## config.mk

```make
export PLATFORM = sky130hd
export DESIGN_NAME = tcr_bank
export DESIGN_NICKNAME = d
export VERILOG_FILES = /design/src/common/tcr_pkg.sv /design/src/design/tcr_bank.sv
export SDC_FILE = /design/constraint.sdc
export NUM_CORES = 1
export LEC_CHECK = 0
export ABC_AREA = 1
export BUFFER_PORTS_ARGS = -buffer_cell sky130_fd_sc_hd__buf_2
export CAP_MARGIN = 20
export CORE_UTILIZATION = 40
export DETAILED_ROUTE_END_ITERATION = 10
export GPL_TIMING_DRIVEN = 0
export HOLD_SLACK_MARGIN = 0.05
export REMOVE_ABC_BUFFERS = 1
export SYNTH_ARGS = -nofsm -noshare
export SYNTH_HDL_FRONTEND = slang
export SYNTH_SLANG_ARGS = --single-unit
```

## constraint.sdc

```tcl
create_clock -name clk -period 21.6 [get_ports clk]
set_input_delay 3.24 -clock clk [delete_from_list [all_inputs] [get_ports clk]]
set_output_delay 3.24 -clock clk [all_outputs]
set_load 0.02 [all_outputs]
```

## src/common/tcr_pkg.sv

```systemverilog
// shared constants and carriers for the touch configuration register bank
package tcr_pkg;
   localparam int          REG_COUNT    = 22;
   localparam logic [7:0]  CMD_REG_READ  = 8'h20;
   localparam logic [7:0]  CMD_REG_WRITE = 8'h21;
   localparam logic [7:0]  STATUS_OK     = 8'h00;
   // register offsets
   localparam logic [7:0]  A_RISE_CAP_TMO   = 8'h00;
   localparam logic [7:0]  A_RISE_QUICK     = 8'h01;
   localparam logic [7:0]  A_TOUCH_THRESH   = 8'h02;
   localparam logic [7:0]  A_STABILITY      = 8'h03;
   localparam logic [7:0]  A_FAST_SAMPLE    = 8'h04;
   localparam logic [7:0]  A_SLOW_SAMPLE    = 8'h05;
   localparam logic [7:0]  A_FAST_POS       = 8'h06;
   localparam logic [7:0]  A_SLOW_POS       = 8'h07;
   localparam logic [7:0]  A_SPEED_LIMIT    = 8'h08;
   localparam logic [7:0]  A_DITHER         = 8'h09;
   localparam logic [7:0]  A_SLEEP          = 8'h0A;
   localparam logic [7:0]  A_LIFT_DEBOUNCE  = 8'h0B;
   localparam logic [7:0]  A_REPORT_ACTIONS = 8'h0C;
   localparam logic [7:0]  A_OPTIONS        = 8'h0D;
   localparam logic [7:0]  A_CAL_MARGIN     = 8'h0E;
   localparam logic [7:0]  A_SEQ_SPACING    = 8'h0F;
   localparam logic [7:0]  A_RESERVED       = 8'h10;
   localparam logic [7:0]  A_RATE_SPACING   = 8'h11;
   localparam logic [7:0]  A_RISE_BASE      = 8'h12;
   localparam logic [7:0]  A_RISE_OFFSET    = 8'h13;
   localparam logic [7:0]  A_STATE_FLAGS    = 8'h14;
   localparam logic [7:0]  A_DIAG_FLAGS     = 8'h15;
   localparam logic [7:0]  A_LAST           = 8'h15;
   // reset values, indexed by offset
   localparam logic [7:0] RESET_VALUE [REG_COUNT] = '{
      8'h18, 8'h02, 8'h80, 8'h04, 8'h04, 8'h08, 8'h08, 8'h08,
      8'h03, 8'h00, 8'h00, 8'h02, 8'hB1, 8'h89, 8'h40, 8'h04,
      8'h00, 8'h00, 8'h80, 8'h80, 8'h00, 8'h00};
   // field positions
   localparam int DOWN_MSB    = 7;
   localparam int DOWN_LSB    = 5;
   localparam int MOVE_MSB    = 4;
   localparam int MOVE_LSB    = 3;
   localparam int LIFT_MSB    = 2;
   localparam int LIFT_LSB    = 0;
   localparam int OPT_ENABLE  = 7;
   localparam int OPT_VERBOSE = 6;
   localparam int OPT_DYNAMIC = 3;
   localparam int OPT_WIRE    = 1;
   localparam int OPT_CAL     = 0;
   localparam int DBG_RISE    = 4;
   localparam int DBG_RISE_C  = 3;
   localparam int DBG_RISE_R  = 2;
   localparam logic [7:0] RISE_ZERO = 8'h80;
   // timing
   localparam int  CLK_NS          = 10;
   localparam int  RISE_STEP_US    = 10;
   localparam int  RISE_STEP_CYC   = RISE_STEP_US * 1000 / CLK_NS;
   localparam int  SLEEP_STEP_MS   = 250;
   localparam int  SLEEP_STEP_CYC  = SLEEP_STEP_MS * 1000000 / CLK_NS;
   localparam int  SPACING_STEP_US = 170;
   localparam int  SPACING_STEP_CYC = SPACING_STEP_US * 1000 / CLK_NS;

   typedef enum logic [1:0] {
      TCR_IDLE  = 2'b00,
      TCR_ADDR  = 2'b01,
      TCR_COUNT = 2'b10,
      TCR_DATA  = 2'b11
   } tcr_cmd_state_t;

   typedef enum logic [1:0] {
      TCR_SEQ_IDLE = 2'b00,
      TCR_SEQ_SEND = 2'b01,
      TCR_SEQ_WAIT = 2'b10
   } tcr_seq_state_t;

   // one measurement from the analog front end
   typedef struct packed {
      logic       valid;
      logic [7:0] touch_level;
      logic [7:0] stability;
      logic [7:0] raw_x;
      logic [7:0] raw_y;
      logic [11:0] pos_x;
      logic [11:0] pos_y;
   } tcr_meas_t;

   // one report toward the host
   typedef struct packed {
      logic        valid;
      logic        pen;
      logic [11:0] x;
      logic [11:0] y;
   } tcr_report_t;

   // ready-only state flags
   typedef struct packed {
      logic touch_check_result;
      logic stored_params_loaded;
      logic calibration_valid_flag;
      logic mode_jumper_state;
      logic risetime_cap_measured;
      logic eight_wire_configured;
      logic five_wire_configured;
      logic four_wire_configured;
   } tcr_flags_t;

   // rise-time adjustment in 10 us steps, signed around 128
   function automatic logic signed [8:0] tcr_rise_adjust(input logic [7:0] v);
      return $signed({1'b0, v}) - $signed({1'b0, RISE_ZERO});
   endfunction

   // absolute difference of two values
   function automatic logic [11:0] tcr_absdiff(input logic [11:0] a,
                                              input logic [11:0] b);
      return (a > b) ? a - b : b - a;
   endfunction
endpackage

```

## src/design/tcr_bank.sv

```systemverilog
// touch controller configuration register bank with its consumers
`timescale 1ns/100ps
module tcr_bank
   import tcr_pkg::*;
(
   // clock and reset
   input  wire logic        clk,
   input  wire logic        nrst,
   // host command byte stream
   input  wire logic        cmd_valid,
   input  wire logic [7:0]  cmd_byte,
   input  wire logic        cmd_start,
   input  wire logic        serial_mode,
   // answer byte stream
   output logic             rsp_valid,
   output logic [7:0]       rsp_byte,
   // front end
   input  wire tcr_meas_t   meas,
   input  wire tcr_flags_t  state_flags,
   // derived settings
   output logic [7:0]       sample_count,
   output logic [3:0]       position_count,
   output logic signed [8:0] risetime_adjust,
   output logic [7:0]       calibration_inset_margin,
   output logic [7:0]       option_flags,
   output logic [7:0]       debug_flags,
   // touch results
   output logic             touch_detected,
   output logic             fast_motion,
   output tcr_report_t      report,
   output logic             sleep_now
);
   typedef struct packed {
      tcr_cmd_state_t cst;
      logic        is_write;
      logic [7:0]  ptr;
      logic [7:0]  left;
      logic        rsp_valid;
      logic [7:0]  rsp_byte;
      logic [7:0]  sample_count;
      logic [3:0]  position_count;
      logic signed [8:0] rise_adj;
      logic [7:0]  margin;
      logic        touch;
      logic        fast;
      logic        pen;
      logic [7:0]  lift_cnt;
      logic [11:0] rep_x;
      logic [11:0] rep_y;
      logic [7:0]  last_rx;
      logic [7:0]  last_ry;
      tcr_seq_state_t sst;
      logic [2:0]  seq;
      logic [1:0]  seq_idx;
      logic [19:0] tick;
      logic [7:0]  steps;
      tcr_report_t report;
      logic [31:0] idle_cyc;
      logic [7:0]  idle_steps;
      logic        sleep;
   } st_t;

   st_t        s;
   st_t        next_s;
   logic [7:0] regs [REG_COUNT];
   logic [7:0] next_regs [REG_COUNT];
   logic       rst_q;
   logic       rst_qq;

   always_ff @(posedge clk or negedge nrst)
   begin
      if (!nrst)
      begin
         rst_q  <= 1'b0;
         rst_qq <= 1'b0;
      end
      else
      begin
         rst_q  <= 1'b1;
         rst_qq <= rst_q;
      end
   end

   // pen-state bit of report n within the sequence for an action code
   function automatic logic seq_pen(input logic [2:0] code,
                                    input logic [1:0] n);
      unique case (code)
         3'd2:    return 1'b1;
         3'd3:    return (n == 2'd0);
         3'd4:    return (n == 2'd1);
         3'd5:    return (n == 2'd1);
         default: return 1'b0;
      endcase
   endfunction

   function automatic logic [1:0] seq_len(input logic [2:0] code);
      unique case (code)
         3'd1, 3'd2: return 2'd1;
         3'd3, 3'd5: return 2'd2;
         3'd4:       return 2'd3;
         default:    return 2'd0;
      endcase
   endfunction

   logic        moved;
   logic [11:0] dx;
   logic [11:0] dy;

   always_comb
   begin
      next_s    = s;
      next_regs = regs;
      next_s.rsp_valid = 1'b0;
      next_s.report.valid = 1'b0;
      moved = 1'b0;
      dx    = tcr_absdiff(meas.pos_x, s.rep_x);
      dy    = tcr_absdiff(meas.pos_y, s.rep_y);

      // command parsing after the command byte
      if (cmd_valid && cmd_start)
      begin
         // a command byte also ends a write burst and is never stored
         next_s.is_write = (cmd_byte == CMD_REG_WRITE);
         next_s.cst      = (cmd_byte == CMD_REG_READ || next_s.is_write) ?
                           TCR_ADDR : TCR_IDLE;
      end
      else if (cmd_valid)
      begin
         unique case (s.cst)
            TCR_IDLE: ;
            TCR_ADDR:
            begin
               next_s.ptr = cmd_byte;
               next_s.cst = s.is_write ? TCR_DATA : TCR_COUNT;
               if (s.is_write)
               begin
                  next_s.rsp_valid = 1'b1;
                  next_s.rsp_byte  = STATUS_OK;
               end
            end
            TCR_COUNT:
            begin
               next_s.left      = cmd_byte;
               next_s.rsp_valid = 1'b1;
               next_s.rsp_byte  = STATUS_OK;
               next_s.cst       = (cmd_byte == 8'h00) ? TCR_IDLE : TCR_DATA;
            end
            TCR_DATA:
               if (s.is_write)
               begin
                  if (s.ptr <= A_LAST && s.ptr != A_STATE_FLAGS &&
                      s.ptr != A_RESERVED)
                     next_regs[s.ptr[4:0]] = cmd_byte;
                  next_s.ptr = s.ptr + 8'h01;
               end
            default: next_s.cst = TCR_IDLE;
         endcase
      end
      if (s.cst == TCR_DATA && !s.is_write && !s.rsp_valid)
      begin
         next_s.rsp_valid = 1'b1;
         if (s.ptr == A_STATE_FLAGS)
            next_s.rsp_byte = state_flags;
         else if (s.ptr <= A_LAST)
            next_s.rsp_byte = regs[s.ptr[4:0]];
         else
            next_s.rsp_byte = 8'h00;
         next_s.ptr  = s.ptr + 8'h01;
         next_s.left = s.left - 8'h01;
         if (s.left == 8'h01)
            next_s.cst = TCR_IDLE;
      end

      next_s.rise_adj = tcr_rise_adjust(regs[A_RISE_OFFSET[4:0]]);
      next_s.margin = {1'b0, regs[A_CAL_MARGIN[4:0]][7:1]};

      if (meas.valid)
      begin
         next_s.touch = (meas.touch_level <= regs[A_TOUCH_THRESH[4:0]]) &&
                        (meas.stability <= regs[A_STABILITY[4:0]]);
         next_s.fast = (tcr_absdiff({4'h0, meas.raw_x}, {4'h0, s.last_rx})
                          > {4'h0, regs[A_SPEED_LIMIT[4:0]]}) ||
                       (tcr_absdiff({4'h0, meas.raw_y}, {4'h0, s.last_ry})
                          > {4'h0, regs[A_SPEED_LIMIT[4:0]]});
         next_s.last_rx = meas.raw_x;
         next_s.last_ry = meas.raw_y;
         moved = (dx > {4'h0, regs[A_DITHER[4:0]]}) ||
                 (dy > {4'h0, regs[A_DITHER[4:0]]});
      end
      next_s.sample_count = s.fast ? regs[A_FAST_SAMPLE[4:0]]
                                   : regs[A_SLOW_SAMPLE[4:0]];
      begin
         logic [7:0] pc;
         pc = s.fast ? regs[A_FAST_POS[4:0]] : regs[A_SLOW_POS[4:0]];
         if (pc == 8'h00)
            next_s.position_count = 4'd1;
         else if (pc > 8'h08)
            next_s.position_count = 4'd8;
         else
            next_s.position_count = pc[3:0];
      end

      // pen state and event dispatch
      if (meas.valid && s.sst == TCR_SEQ_IDLE)
      begin
         // only a fresh event starts a sequence, never a stale code
         next_s.seq = 3'd0;
         if (next_s.touch)
         begin
            next_s.lift_cnt = 8'h00;
            if (!s.pen)
            begin
               next_s.pen   = 1'b1;
               next_s.rep_x = meas.pos_x;
               next_s.rep_y = meas.pos_y;
               next_s.seq = regs[A_REPORT_ACTIONS[4:0]][DOWN_MSB:DOWN_LSB];
            end
            else if (moved)
            begin
               next_s.rep_x = meas.pos_x;
               next_s.rep_y = meas.pos_y;
               next_s.seq = {1'b0,
                  regs[A_REPORT_ACTIONS[4:0]][MOVE_MSB:MOVE_LSB]};
            end
         end
         else if (s.pen)
         begin
            if (s.lift_cnt >= regs[A_LIFT_DEBOUNCE[4:0]])
            begin
               next_s.pen = 1'b0;
               next_s.seq = regs[A_REPORT_ACTIONS[4:0]][LIFT_MSB:LIFT_LSB];
            end
            else
               next_s.lift_cnt = s.lift_cnt + 8'h01;
         end
         if (seq_len(next_s.seq) != 2'd0 &&
             regs[A_OPTIONS[4:0]][OPT_ENABLE])
         begin
            next_s.sst     = TCR_SEQ_SEND;
            next_s.seq_idx = 2'd0;
         end
      end

      unique case (s.sst)
         TCR_SEQ_IDLE: ;
         TCR_SEQ_SEND:
         begin
            next_s.report.valid = 1'b1;
            next_s.report.pen   = seq_pen(s.seq, s.seq_idx);
            next_s.report.x     = s.rep_x;
            next_s.report.y     = s.rep_y;
            next_s.seq_idx      = s.seq_idx + 2'd1;
            next_s.tick         = 20'd0;
            next_s.steps        = 8'h00;
            next_s.sst = (s.seq_idx + 2'd1 >= seq_len(s.seq)) ?
                         TCR_SEQ_IDLE : TCR_SEQ_WAIT;
         end
         TCR_SEQ_WAIT:
         begin
            if (s.steps >= regs[A_SEQ_SPACING[4:0]])
               next_s.sst = TCR_SEQ_SEND;
            else if (s.tick == 20'(SPACING_STEP_CYC - 1))
            begin
               next_s.tick  = 20'd0;
               next_s.steps = s.steps + 8'h01;
            end
            else
               next_s.tick = s.tick + 20'd1;
         end
         default: next_s.sst = TCR_SEQ_IDLE;
      endcase

      // sleep only in serial mode after idle
      if (!serial_mode || cmd_valid || s.touch ||
          regs[A_SLEEP[4:0]] == 8'h00)
      begin
         next_s.idle_cyc   = 32'd0;
         next_s.idle_steps = 8'h00;
         next_s.sleep      = 1'b0;
      end
      else if (s.idle_steps >= regs[A_SLEEP[4:0]])
         next_s.sleep = 1'b1;
      else if (s.idle_cyc == 32'(SLEEP_STEP_CYC - 1))
      begin
         next_s.idle_cyc   = 32'd0;
         next_s.idle_steps = s.idle_steps + 8'h01;
      end
      else
         next_s.idle_cyc = s.idle_cyc + 32'd1;
   end

   always_ff @(posedge clk or negedge rst_qq)
   begin
      if (!rst_qq)
      begin
         s <= '0;
         for (int i = 0; i < REG_COUNT; i++)
            regs[i] <= RESET_VALUE[i];
      end
      else
      begin
         s    <= next_s;
         regs <= next_regs;
      end
   end

   assign rsp_valid       = s.rsp_valid;
   assign rsp_byte        = s.rsp_byte;
   assign sample_count    = s.sample_count;
   assign position_count  = s.position_count;
   assign risetime_adjust = s.rise_adj;
   assign calibration_inset_margin = s.margin;
   assign option_flags    = regs[A_OPTIONS[4:0]];
   assign debug_flags     = regs[A_DIAG_FLAGS[4:0]];
   assign touch_detected  = s.touch;
   assign fast_motion     = s.fast;
   assign report          = s.report;
   assign sleep_now       = s.sleep;
endmodule

```

==> summary.txt <==
PortBufs: 159
Max VDD drop: 0.0776 mV
clock slew at reported path FFs: 0.06 ns
MaxCap Viol Count: 0
Rows: 89
Area Overhead vs Synth: 10.5%
count of flip-flops with a built-in enable after synthesis: 0
Worst Skew: 0.0353 ns
most common cell after layout, fill and taps aside: nand2_1
Max Clk Rate: 136 MHz
Reg2Reg Setup Slack: 16.73 ns
gr usage total: 20.5%
iteration-0 DRC count of the detailed router: 1257
post-detail-place hpwl: 44200 um
Critical Path RT: 22.13 ns
Clock Power Share: 32.7%
PwrDens: 93.0 nW/um^2
DRT Wirelength: 61400 um
reg2reg end: s[129]
Synth Instances: 3048
Final min period: 7.33 ns
H-Tree Depth: 2
Die Footprint: 60700 um^2
Primary FF master, synth: dfrtp_1
crit path max fanout: 26
switching pwr: 0.917 mW
Worst setup SP type: input pin
DRC violations left: 0
synth unique cells: 67
layout cell share with drive strength beyond 1: 10.7%
CTS tree: built
Detailed Routing Iterations Pass 1: 5
clk_lat worst skew: 0.62 ns
CP most frequent cell: nand2_1
Die H: 246 um
vias in the first global route: 18960
final setup violation count: 0
Worst Hold Class: reg2async
most frequent cells in the layout: nand2_1 (674), inv_1 (405), dfrtp_1 (361), o21ai_0 (343), nor2_1 (179)
Flop pwr share: 33.8%
first-pass GRT wire length: 100000 um
Starting Density: 40.5%
fraction of registers with async set/reset: 100%
status: completed
Critical Path AT: 7.85 ns
warnings from Yosys: 0
crit end category: flop
path type of the worst setup path: in2reg
core area: 59000 um^2
Vias/cell: 5.11
leakage power: 12.7 nW
# fillers: 6033
Layout Utilization: 44.7%
Slowest-stage cell, CP: fa_1
vias after detailed routing: 19796
# IOs: 161
Post-CTS Repair Setup Buffers: 0
sequential area share after synthesis: 40.6%
setup TNS: 0 ns
Antenna Nets Post-Route: 0
Clock Tree Buf Depth: 3
RSZ-0062 raised after global routing: no
fin crit share: 33.9%
total grt overflow: 0
Reg2Reg Launch Point: s[118]
largest net degree at the start of global routing: 71
pins over their slew limit: 0
initial antenna violation count: 1
P_int: 1.54 mW
critical path endpoint: s[129]
switch share: 37.4%
Worst Tran Pin Value: 1.05 ns
Avg Inst Size Synth: 7.83 um^2
Logic pwr share: 33.5%
Clock Root Buffer: clkbuf_16
CP Launch Point: meas[0]
#FFs+latches synth: 386
CTS Buf Count: 46
Final Hold Viols: 0
Slew headroom: 30.1%
CTS Hold Bufs: 0
worst-case reg-to-reg path depth: 29
DR WL/cell: 15.8 um
mapped cell area: 23900 um^2
nets: 3323
critical path's largest stage delay: 0.43 ns
Routability Congestion: 0.869
post-CTS sizing: 0
die width: 246 um
clock sink total: 386
through the flow:
stage	total power [mW]	instances	instance area, um^2	hold slack, ns	worst slack, ns
3_5_place_dp	1.66	3792	24800	0.347	13.42
2_1_floorplan	1.41	2850	22700	0.331	10.09
4_1_cts	2.47	3875	26400	0.350	14.04
5_1_grt	2.63	3876	26400	0.364	13.74
3_3_place_gp	1.64	3782	24500	0.334	5.09
6_report	2.45	3877	26400	0.347	14.27
worst min path at each step:
stage,end,slack (ns)
detailed placement,rst_qq,0.35
global route,rst_qq,0.36
floorplan,rst_qq,0.33
global placement,rst_qq,0.33
finish,regs[157],0.35
CTS,rst_qq,0.35
worst max-delay path: cells and delay by family:
family                   cells  cell delay (ns)
AND/OR/NAND/NOR             14             1.88
buffers and inverters        7             0.91
adder cells (fa/ha/maj)      3             0.87
AO/OA/AOI/OAI                6             0.68
XOR/XNOR                     1             0.26
synthesized netlist by cell type (16+ instances only):
cell type / number / share of area (%)
nor2_1: 179 / 2.8
buf_2: 31 / 0.65
o21ai_0: 343 / 7.2
dfstp_2: 23 / 2.5
nand3_1: 123 / 2.6
buf_4: 80 / 2.5
o211ai_1: 23 / 0.72
a21oi_1: 178 / 3.7
nand4_1: 42 / 1.1
nand2_1: 674 / 11
dfrtp_1: 363 / 38
nand2_2: 16 / 0.42
inv_1: 406 / 6.4
clkbuf_1: 75 / 1.2
ha_1: 169 / 8.9
nor3_1: 49 / 1.0
xor2_1: 27 / 0.99
sequential cells by signal, indices dropped and copies added (netlist names), 4 cells and up:
| register | cells |
|---|---|
| calibration_inset_margin | 7 |
| debug_flags | 8 |
| next_s | 7 |
| option_flags | 8 |
| position_count | 4 |
| regs | 153 |
| report | 26 |
| risetime_adjust | 8 |
| rsp_byte | 8 |
| s | 143 |
| sample_count | 8 |
cell families after synthesis:
logic type	share of synthesized area, %
compound gates	16.7
mux	0.817
fa+ha+maj	9.53
flops	40.6
simple gates	19.7
other cells	0.0315
buf+inv	11.2
xor+xnor	1.36
per-layer routing:
metal  wire length (um)  vias up  track usage (%)
met5                  0        -                0
met4               1390        0             5.63
met3               3040       75             3.62
met2              28100      409             33.1
met1              28800     9308             28.1
li1                   -    10004                -
power by group through the flow:
stage | logic (mW) | clock network [mW] | registers (mW)
after CTS | 0.822 | 0.824 | 0.829
after floorplan | 0.560 | 0 | 0.854
final | 0.822 | 0.803 | 0.830
after global routing | 0.936 | 0.851 | 0.839
after detailed placement | 0.817 | 0 | 0.841
after global placement | 0.765 | 0 | 0.873
final cells by class:
type                            instances  area [um^2]  share of cell area, %
Tap cell                              773          967                   3.66
Timing Repair Buffer                  170         1080                   4.11
Antenna cell                            1         2.50                0.00948
Multi-Input combinational cell       2050        11500                   43.6
Sequential cell                       386         9700                   36.7
Clock buffer                           62         1280                   4.85
Inverter                              414         1550                   5.89
Clock inverter                         21          295                   1.12
No activity file was read; power rests on OpenSTA's default activity.
